## src/verilog/irq_tb_pkg.sv

```systemverilog
/*
 * Shared constants and types for the interrupt and interval unit.
 * Assumes a single 25 MHz clock and an Avalon-MM register slave.
 */
package irq_tb_pkg;
    // Word byte addresses of the register map
    localparam logic [5:0] ADDR_TB0_CLKSEL = 6'h00;
    localparam logic [5:0] ADDR_TB1_CLKSEL = 6'h04;
    localparam logic [5:0] ADDR_TB0_CTRL = 6'h08;
    localparam logic [5:0] ADDR_TB1_CTRL = 6'h0c;
    localparam logic [5:0] ADDR_ENABLE = 6'h10;
    localparam logic [5:0] ADDR_FLAGS = 6'h14;
    localparam logic [5:0] ADDR_FLAG_SET = 6'h18;
    localparam logic [5:0] ADDR_CORE = 6'h1c;
    localparam logic [5:0] ADDR_STACK = 6'h20;
    // Reset values
    localparam logic [7:0] RST_BYTE = 8'h00;
    // Field positions
    localparam int RUN_BIT = 7;
    localparam int PERIOD_LSB = 0;
    localparam int SEL_LSB = 0;
    // Flag / enable bit positions
    localparam int F_SER = 0;
    localparam int F_SYNC = 1;
    localparam int F_TB0 = 2;
    localparam int F_TB1 = 3;
    localparam int F_GRP = 4;
    localparam int NFLAG = 5;
    // Core register: global enable at bit 7; enable register: group enable bit 4
    localparam int E_GLOBAL = 7;
    // Clock source codes
    localparam logic [1:0] SRC_SYS = 2'h0;
    localparam logic [1:0] SRC_SYS4 = 2'h1;
    // Periods start at 2^8
    localparam int PERIOD_BASE = 8;
    localparam int DIV_W = 16;
    localparam logic [1:0] SYS4_LAST = 2'h3;
    // Vector codes
    typedef enum logic [1:0] {VEC_GRP, VEC_TB0, VEC_TB1, VEC_NONE} vec_t;
    // Serial port event group
    typedef struct packed {
        logic tx_empty;
        logic tx_idle;
        logic rx_trigger;
        logic rx_overrun;
        logic addr_detect;
        logic rx_wake;
    } uart_evt_t;
    // Core call/return strobes
    typedef struct packed {
        logic ack;
        logic ret_irq;
        logic ret_plain;
    } core_evt_t;
endpackage

```

## src/verilog/avmm_regs.sv

```systemverilog
/*
 * Avalon-MM slave front end: one wait cycle, then accept.
 * Assumes the master holds requests until waitrequest is low.
 */
`timescale 1ns/1ps
module avmm_regs (
    input wire logic clk,
    input wire logic rst_n,
    input wire logic read,
    input wire logic write,
    output logic waitrequest,
    output logic rd_go,
    output logic wr_go
);
    logic wait_reg; // Low only in the accepting cycle

    // Waitrequest high on first request cycle, low on second
    // Kept as a flop so the bus sees no combinational path
    always_ff @(posedge clk) begin
        if (!rst_n) begin
            wait_reg <= 1'b1;
        end else begin
            wait_reg <= !((read || write) && wait_reg);
        end
    end
    assign waitrequest = wait_reg;
    assign rd_go = !wait_reg && read;
    assign wr_go = !wait_reg && write;
endmodule // avmm_regs

```

## src/verilog/interval_timer.sv

```systemverilog
/*
 * One time base: prescaler source select and 2^(8+code) divider.
 * Assumes the subsidiary clock tick is already synchronised.
 */
`timescale 1ns/1ps
module interval_timer #(
    parameter int DIV_W = irq_tb_pkg::DIV_W
) (
    input wire logic clk,
    input wire logic rst_n,
    input wire logic run,
    input wire logic [1:0] src_sel,
    input wire logic [2:0] period_code,
    input wire logic sys4_tick,
    input wire logic sub_tick,
    output logic overflow
);
    logic [DIV_W-1:0] cnt_reg; // Divider count
    logic [DIV_W-1:0] cnt_next;
    logic tick; // Prescaled clock enable
    logic [DIV_W-1:0] last; // Terminal count of period
    logic ov_reg;

    // Source mux: 00 sys, 01 sys/4, 1x subsidiary
    assign tick = src_sel[1] ? sub_tick :
                  (src_sel == irq_tb_pkg::SRC_SYS4) ? sys4_tick : 1'b1;
    assign last = DIV_W'((32'd1 << (irq_tb_pkg::PERIOD_BASE
                  + 32'(period_code))) - 32'd1);
    assign cnt_next = (cnt_reg >= last) ? '0 : cnt_reg + 1'b1;

    // Count while running, clear when stopped
    always_ff @(posedge clk) begin
        if (!rst_n || !run) begin
            cnt_reg <= '0;
            ov_reg <= 1'b0;
        end else begin
            ov_reg <= 1'b0;
            if (tick) begin
                cnt_reg <= cnt_next;
                ov_reg <= (cnt_reg >= last);
            end
        end
    end
    assign overflow = ov_reg;
endmodule // interval_timer

```

## src/verilog/irq_timebase_unit.sv

```systemverilog
/*
 * Interrupt request logic for serial, sync serial and two time bases,
 * with wake-up detection and global enable handling on call/return.
 * Assumes the core pulses ack when it takes the vector, and that the
 * subsidiary clock tick arrives asynchronously on a pin.
 */
`timescale 1ns/1ps
module irq_timebase_unit (
    input wire logic clk,
    input wire logic rst_n,
    input wire logic [5:0] address,
    input wire logic read,
    input wire logic write,
    input wire logic [31:0] writedata,
    output logic [31:0] readdata,
    output logic waitrequest,
    input wire irq_tb_pkg::uart_evt_t uart_evt,
    input wire logic sync_byte_done,
    input wire logic subsidiary_clock,
    input wire irq_tb_pkg::core_evt_t core_evt,
    input wire logic stack_full,
    output logic irq_req,
    output irq_tb_pkg::vec_t irq_vector,
    output logic push_pc_only,
    output logic wake
);
    localparam int NF = irq_tb_pkg::NFLAG;

    // Register file
    logic [1:0] sel0_reg, sel1_reg; // Prescaler source selects
    logic [7:0] ctl0_reg, ctl1_reg; // Time base control
    logic [NF-1:0] en_reg; // Per-source enables
    logic global_irq_enable_reg;
    logic [NF-1:0] flag_reg, flag_next, flag_prev_reg;
    logic [31:0] rdata_reg;
    logic irq_reg, push_reg, wake_reg;
    irq_tb_pkg::vec_t vec_reg, vec_next;

    // Bus strobes
    logic wr_go, wait_w;
    avmm_regs u_bus (
        .clk(clk),
        .rst_n(rst_n),
        .read(read),
        .write(write),
        .waitrequest(wait_w),
        .rd_go(),
        .wr_go(wr_go)
    );
    assign waitrequest = wait_w;

    // Address decode
    wire wr_sel0 = wr_go && address == irq_tb_pkg::ADDR_TB0_CLKSEL;
    wire wr_sel1 = wr_go && address == irq_tb_pkg::ADDR_TB1_CLKSEL;
    wire wr_ctl0 = wr_go && address == irq_tb_pkg::ADDR_TB0_CTRL;
    wire wr_ctl1 = wr_go && address == irq_tb_pkg::ADDR_TB1_CTRL;
    wire wr_en = wr_go && address == irq_tb_pkg::ADDR_ENABLE;
    wire wr_clr = wr_go && address == irq_tb_pkg::ADDR_FLAGS;
    wire wr_set = wr_go && address == irq_tb_pkg::ADDR_FLAG_SET;
    wire wr_core = wr_go && address == irq_tb_pkg::ADDR_CORE;

    // Subsidiary clock synchroniser and edge tick
    logic sub_s1_reg, sub_s2_reg, sub_s3_reg;
    always_ff @(posedge clk) begin
        if (!rst_n) begin
            sub_s1_reg <= 1'b0;
            sub_s2_reg <= 1'b0;
            sub_s3_reg <= 1'b0;
        end else begin
            sub_s1_reg <= subsidiary_clock;
            sub_s2_reg <= sub_s1_reg;
            sub_s3_reg <= sub_s2_reg;
        end
    end
    wire sub_tick = sub_s2_reg && !sub_s3_reg;

    // System clock divided by four
    logic [1:0] div4_reg;
    always_ff @(posedge clk) begin
        if (!rst_n) begin
            div4_reg <= '0;
        end else begin
            div4_reg <= div4_reg + 2'h1;
        end
    end
    wire sys4_tick = div4_reg == irq_tb_pkg::SYS4_LAST;

    // Two time base generators
    logic [1:0] tb_ov;
    logic [1:0] sel_arr [2];
    logic [7:0] ctl_arr [2];
    assign sel_arr[0] = sel0_reg;
    assign sel_arr[1] = sel1_reg;
    assign ctl_arr[0] = ctl0_reg;
    assign ctl_arr[1] = ctl1_reg;
    genvar g;
    generate
        for (g = 0; g < 2; g++) begin : g_tb
            interval_timer u_tb (
                .clk(clk),
                .rst_n(rst_n),
                .run(ctl_arr[g][irq_tb_pkg::RUN_BIT]),
                .src_sel(sel_arr[g]),
                .period_code(ctl_arr[g][irq_tb_pkg::PERIOD_LSB +: 3]),
                .sys4_tick(sys4_tick),
                .sub_tick(sub_tick),
                .overflow(tb_ov[g])
            );
        end
    endgenerate

    // Source events
    wire ser_evt = |uart_evt;
    wire [NF-1:0] src_evt = {1'b0, tb_ov[1], tb_ov[0],
                             sync_byte_done, ser_evt};
    wire grp_evt = (ser_evt && en_reg[irq_tb_pkg::F_SER])
                 || (sync_byte_done && en_reg[irq_tb_pkg::F_SYNC]);

    // Service qualification
    wire grp_ok = flag_reg[irq_tb_pkg::F_GRP] && en_reg[irq_tb_pkg::F_GRP];
    wire tb0_ok = flag_reg[irq_tb_pkg::F_TB0] && en_reg[irq_tb_pkg::F_TB0];
    wire tb1_ok = flag_reg[irq_tb_pkg::F_TB1] && en_reg[irq_tb_pkg::F_TB1];
    wire can_vec = global_irq_enable_reg && !stack_full;
    wire ack = core_evt.ack && irq_reg;

    // Fixed order: group, then time base 0, then time base 1
    always_comb begin
        vec_next = irq_tb_pkg::VEC_NONE;
        if (grp_ok) begin
            vec_next = irq_tb_pkg::VEC_GRP;
        end else if (tb0_ok) begin
            vec_next = irq_tb_pkg::VEC_TB0;
        end else if (tb1_ok) begin
            vec_next = irq_tb_pkg::VEC_TB1;
        end
    end

    // Flag update: sticky, set wins over any clear
    always_comb begin
        flag_next = flag_reg;
        if (wr_clr) begin
            flag_next = flag_next & ~writedata[NF-1:0];
        end
        if (ack) begin
            case (vec_reg)
                irq_tb_pkg::VEC_GRP: flag_next[irq_tb_pkg::F_GRP] = 1'b0;
                irq_tb_pkg::VEC_TB0: flag_next[irq_tb_pkg::F_TB0] = 1'b0;
                irq_tb_pkg::VEC_TB1: flag_next[irq_tb_pkg::F_TB1] = 1'b0;
                default: flag_next = flag_next;
            endcase
        end
        if (wr_set) begin
            flag_next = flag_next | writedata[NF-1:0];
        end
        flag_next = flag_next | src_evt;
        if (grp_evt) begin
            flag_next[irq_tb_pkg::F_GRP] = 1'b1;
        end
    end

    // Configuration and flag registers
    always_ff @(posedge clk) begin
        if (!rst_n) begin
            sel0_reg <= '0;
            sel1_reg <= '0;
            ctl0_reg <= irq_tb_pkg::RST_BYTE;
            ctl1_reg <= irq_tb_pkg::RST_BYTE;
            en_reg <= '0;
            flag_reg <= '0;
            flag_prev_reg <= '0;
        end else begin
            if (wr_sel0) sel0_reg <= writedata[irq_tb_pkg::SEL_LSB +: 2];
            if (wr_sel1) sel1_reg <= writedata[irq_tb_pkg::SEL_LSB +: 2];
            if (wr_ctl0) ctl0_reg <= writedata[7:0] & 8'h87;
            if (wr_ctl1) ctl1_reg <= writedata[7:0] & 8'h87;
            if (wr_en) en_reg <= writedata[NF-1:0];
            flag_reg <= flag_next;
            flag_prev_reg <= flag_reg;
        end
    end

    // Global enable: cleared on entry, restored by interrupt return or by a core register write
    always_ff @(posedge clk) begin
        if (!rst_n) begin
            global_irq_enable_reg <= 1'b0;
        end else if (ack) begin
            global_irq_enable_reg <= 1'b0;
        end else if (core_evt.ret_irq) begin
            global_irq_enable_reg <= 1'b1;
        end else if (core_evt.ret_plain) begin
            global_irq_enable_reg <= global_irq_enable_reg;
        end else if (wr_core) begin
            global_irq_enable_reg <= writedata[irq_tb_pkg::E_GLOBAL];
        end
    end

    // Request, vector, stack push marker and wake outputs
    always_ff @(posedge clk) begin
        if (!rst_n) begin
            irq_reg <= 1'b0;
            vec_reg <= irq_tb_pkg::VEC_NONE;
            push_reg <= 1'b0;
            wake_reg <= 1'b0;
        end else begin
            irq_reg <= can_vec && vec_next != irq_tb_pkg::VEC_NONE && !ack;
            vec_reg <= vec_next;
            push_reg <= ack;
            wake_reg <= |(flag_reg & ~flag_prev_reg);
        end
    end
    assign irq_req = irq_reg;
    assign irq_vector = vec_reg;
    assign push_pc_only = push_reg;
    assign wake = wake_reg;

    // Read mux, unimplemented bits as zero
    logic [31:0] rmux;
    always_comb begin
        case (address)
            irq_tb_pkg::ADDR_TB0_CLKSEL: rmux = {30'h0, sel0_reg};
            irq_tb_pkg::ADDR_TB1_CLKSEL: rmux = {30'h0, sel1_reg};
            irq_tb_pkg::ADDR_TB0_CTRL: rmux = {24'h0, ctl0_reg};
            irq_tb_pkg::ADDR_TB1_CTRL: rmux = {24'h0, ctl1_reg};
            irq_tb_pkg::ADDR_ENABLE: rmux = {27'h0, en_reg};
            irq_tb_pkg::ADDR_FLAGS: rmux = {27'h0, flag_reg};
            irq_tb_pkg::ADDR_CORE: rmux = {24'h0, global_irq_enable_reg,
                                          7'h0};
            irq_tb_pkg::ADDR_STACK: rmux = {31'h0, stack_full};
            default: rmux = 32'h0000_0000;
        endcase
    end
    // Serial status flags are outside this unit; cleared only by the port
    // Captured in the first request cycle so data stand at acceptance
    always_ff @(posedge clk) begin
        if (!rst_n) rdata_reg <= 32'h0000_0000;
        else if (read && wait_w) rdata_reg <= rmux;
    end
    assign readdata = rdata_reg;
endmodule // irq_timebase_unit
```

## config.mk

```make
export PLATFORM = sky130hd
export DESIGN_NAME = irq_timebase_unit
export DESIGN_NICKNAME = d
export VERILOG_FILES = /design/src/verilog/irq_tb_pkg.sv /design/src/verilog/avmm_regs.sv /design/src/verilog/interval_timer.sv /design/src/verilog/irq_timebase_unit.sv
export SDC_FILE = /design/constraint.sdc
export NUM_CORES = 1
export LEC_CHECK = 0
export BUFFER_PORTS_ARGS = -buffer_cell sky130_fd_sc_hd__buf_2
export CAP_MARGIN = 5
export CORE_UTILIZATION = 55
export DETAILED_ROUTE_END_ITERATION = 7
export PLACE_DENSITY_LB_ADDON = 0.2
export SETUP_SLACK_MARGIN = 0.02
export SLEW_MARGIN = 20
export SYNTH_ARGS = -nofsm -noshare
export SYNTH_HDL_FRONTEND = slang
export SYNTH_SLANG_ARGS = --single-unit
```

## constraint.sdc

```tcl
create_clock -name clk -period 3.3 [get_ports clk]
set_clock_uncertainty 0.1 [all_clocks]
set_input_delay 0.33 -clock clk [delete_from_list [all_inputs] [get_ports clk]]
set_output_delay 0.33 -clock clk [all_outputs]
set_load 0.005 [all_outputs]
```

==> flow_summary.yaml <==
floorplanning:
  start_util_pct: 57.62
  fp-row-count: 31
  die-area_um2: 8077
  coreArea_um2: 7370
  chipHeight_um: 89.87
  io-pin-count: 92
  die_w_um: 89.87
global_routing:
  gr-usage-all-layers_pct: 24.58
  gr-total-overflow: 0
  antenna_found_initial: 0
  grt_max_degree: 34
  grt_pass1_vias: 3446
  grt_pass1_wl_mm: 16.13
timing:
  tightest_slew_ns: 1.002
  setup_viol: 0
  setup_tns_ns: 0
  fmax_mhz: 372.3
  grt_setup_unrepaired: "false"
  fin_crit_ns: 2.686
  fin_hold_ws_ns: 0.09946
  drv_slew: 0
  slew_headroom_pct: 33.14
  period_share_pct: 81.40
  finalHoldViolCount: 0
placement:
  gp_congestion: 0.8331
  io_buffer_count: 39
  post-dp-hpwl_mm: 7.038
cts:
  numCtsBuffers: 9
  clock-sinks: 79
  cts_setup_buffers: 0
  cts_tree: "built"
  clk_pin_slew_ns: 0.08
  clk_latency_ns: 0.36
  clk_path_buf_depth: 2
  cts_max_level: 3
  cts-root-buf: "clkbuf_8"
  post_cts_resized: 0
  hold_buffers: 0
yosys:
  synth-async-reset-ratio_pct: 0
  ys_warn_count: 0
  synthDistinctLibCells: 65
  synth_edf_count: 0
  synth-seq-cells: 79
  syn_avg_cell_area_um2: 8.459
  synthDominantCellAreaShare_pct: 37.24
  yosys.area.top_type: "dfxtp_1"
  syn_area_um2: 4247
  yosysMostFrequentCell: "dfxtp_1"
  synth_commonest_cells: "dfxtp_1 (79), nor2_1 (58), nand2_1 (49), a21oi_1 (28), buf_4 (27)"
  synth_ff_type: "dfxtp_1"
  yosys-top-cells-area: "dfxtp_1 (37%), ha_1 (5.6%), nor2_1 (5.1%)"
  synthCells: 502
  yosysSeqAreaShare_pct: 37.24
drt:
  wl_per_cell_um: 15.00
  vias_per_cell: 5.776
  firstDrtPassIters: 4
  drcViolationCount: 0
  totalWireLength_mm: 9.553
  drt_first_iter_violations: 225
  via_count: 3679
  antenna_left: 0
run:
  cap_violations: 0
final_layout:
  largest_reg_flops: 32
  drive_gt1_share_pct: 13.01
  area_delta_synth_final_pct: 7.926
  finalNetCount: 606
  diodes: 0
worst_setup_path:
  start_kind: "register"
  worstPathMaxFanout: 15
  end_kind: "register"
  critPathArrivalTime_ns: 2.86
  cp.required_ns: 3.47
  critPathKind: "register to register"
power:
  powerDensity_nw_per_um2: 382.0
  leakage_nw: 1.774
  finalPower_mw: 1.751
  ir_drop_uv: 260.6
outcome:
  status: "finished, final reports clean"
worst_hold_path:
  hold_path.class: "primary input to register"
==> stage by stage <==
stage | setup slack, ns | instances | instance area, um2 | utilization (%)
5_1_grt | 0.3999 | 637 | 4583 | 62.19
3_3_place_gp | 0.7622 | 621 | 4395 | 59.64
4_1_cts | 0.6041 | 637 | 4583 | 62.19
3_5_place_dp | 0.6038 | 621 | 4395 | 59.64
2_1_floorplan | 0.9467 | 528 | 4344 | -
6_report | 0.6139 | 637 | 4583 | 62.19
==> routing by layer <==
metal,vias to the layer above,wire (um),GRT usage (%)
met5,-,0,0
met4,0,127,6.989
met3,11,420,5.668
met2,85,4681,41.15
met1,1765,4324,31.67
li1,1818,-,-
==> critical path, stage by stage, from the launching register on <==
cell and delay, ns:
dfxtp_1 0.48, a21oi_1 0.12, ha_1 0.32, and3_1 0.16, a221o_1 0.35, a22oi_1 0.23
nand4_1 0.58, nor2_1 0.28
==> report_power, final <==
part | switching [mW] | internal, mW | leakage, nW
combinational | 0.0587 | 0.0315 | 1.04
clock | 0.402 | 0.290 | 0.0967
sequential | 0.00626 | 0.962 | 0.639
total | 0.467 | 1.28 | 1.77
==> cells by family after synthesis <==
logic type                 Yosys count  share of synthesized area, %
AOI/OAI and AO/OA                   94                         14.85
xor gates and xnor gates            18                         3.713
adders and majority gates           19                         5.598
buffers and inverters               59                         8.044
DFF                                 79                         37.24
muxes                               17                         4.066
other                                2                        0.1768
and+or+nand+nor                    214                         26.31
==> area by class of cell <==
class | instances | area, um2
Sequential cell | 79 | 1582
Inverter | 12 | 58.81
Fill cell | 665 | 2786
Clock buffer | 9 | 123.9
Tap cell | 99 | 123.9
Clock inverter | 7 | 63.81
Multi-Input combinational cell | 390 | 2421
Timing Repair Buffer | 41 | 210.2
==> layout by cell type (no fill, tap or decap), types with 4 or more instances in the layout <==
cell type	netlist	final
a221oi_1	4	4
o21ai_1	4	4
clkbuf_8	0	9
nor3_1	8	8
mux2i_1	15	15
nand3b_1	4	4
nor2_1	58	58
nand4_1	20	20
and2_1	8	8
a31oi_1	7	7
a21o_1	4	4
xor2_1	15	15
or4_1	5	5
a211oi_1	7	7
nand3_1	23	23
and3_1	7	7
nand2b_1	4	4
ha_1	19	19
a22oi_1	6	6
buf_2	4	39
inv_1	11	11
o21ai_0	11	11
conb_1	2	28
nand2_1	49	49
a21oi_1	28	28
dfxtp_1	79	79
==> final timing paths <==
kind / cells after the start / from / slack, ns / endpoint
hold / removal: 2 / subsidiary_clock / 0.1 / sub_s1_reg
hold reg to reg: 1 / div4_reg[0] / 0.34 / div4_reg[0]
setup / recovery: 7 / ctl0_reg[1] / 0.61 / g_tb[0].u_tb.cnt_reg[11]
setup reg to reg: 7 / ctl0_reg[1] / 0.61 / g_tb[0].u_tb.cnt_reg[11]
Note: power is estimated with default switching activity, not from simulation.
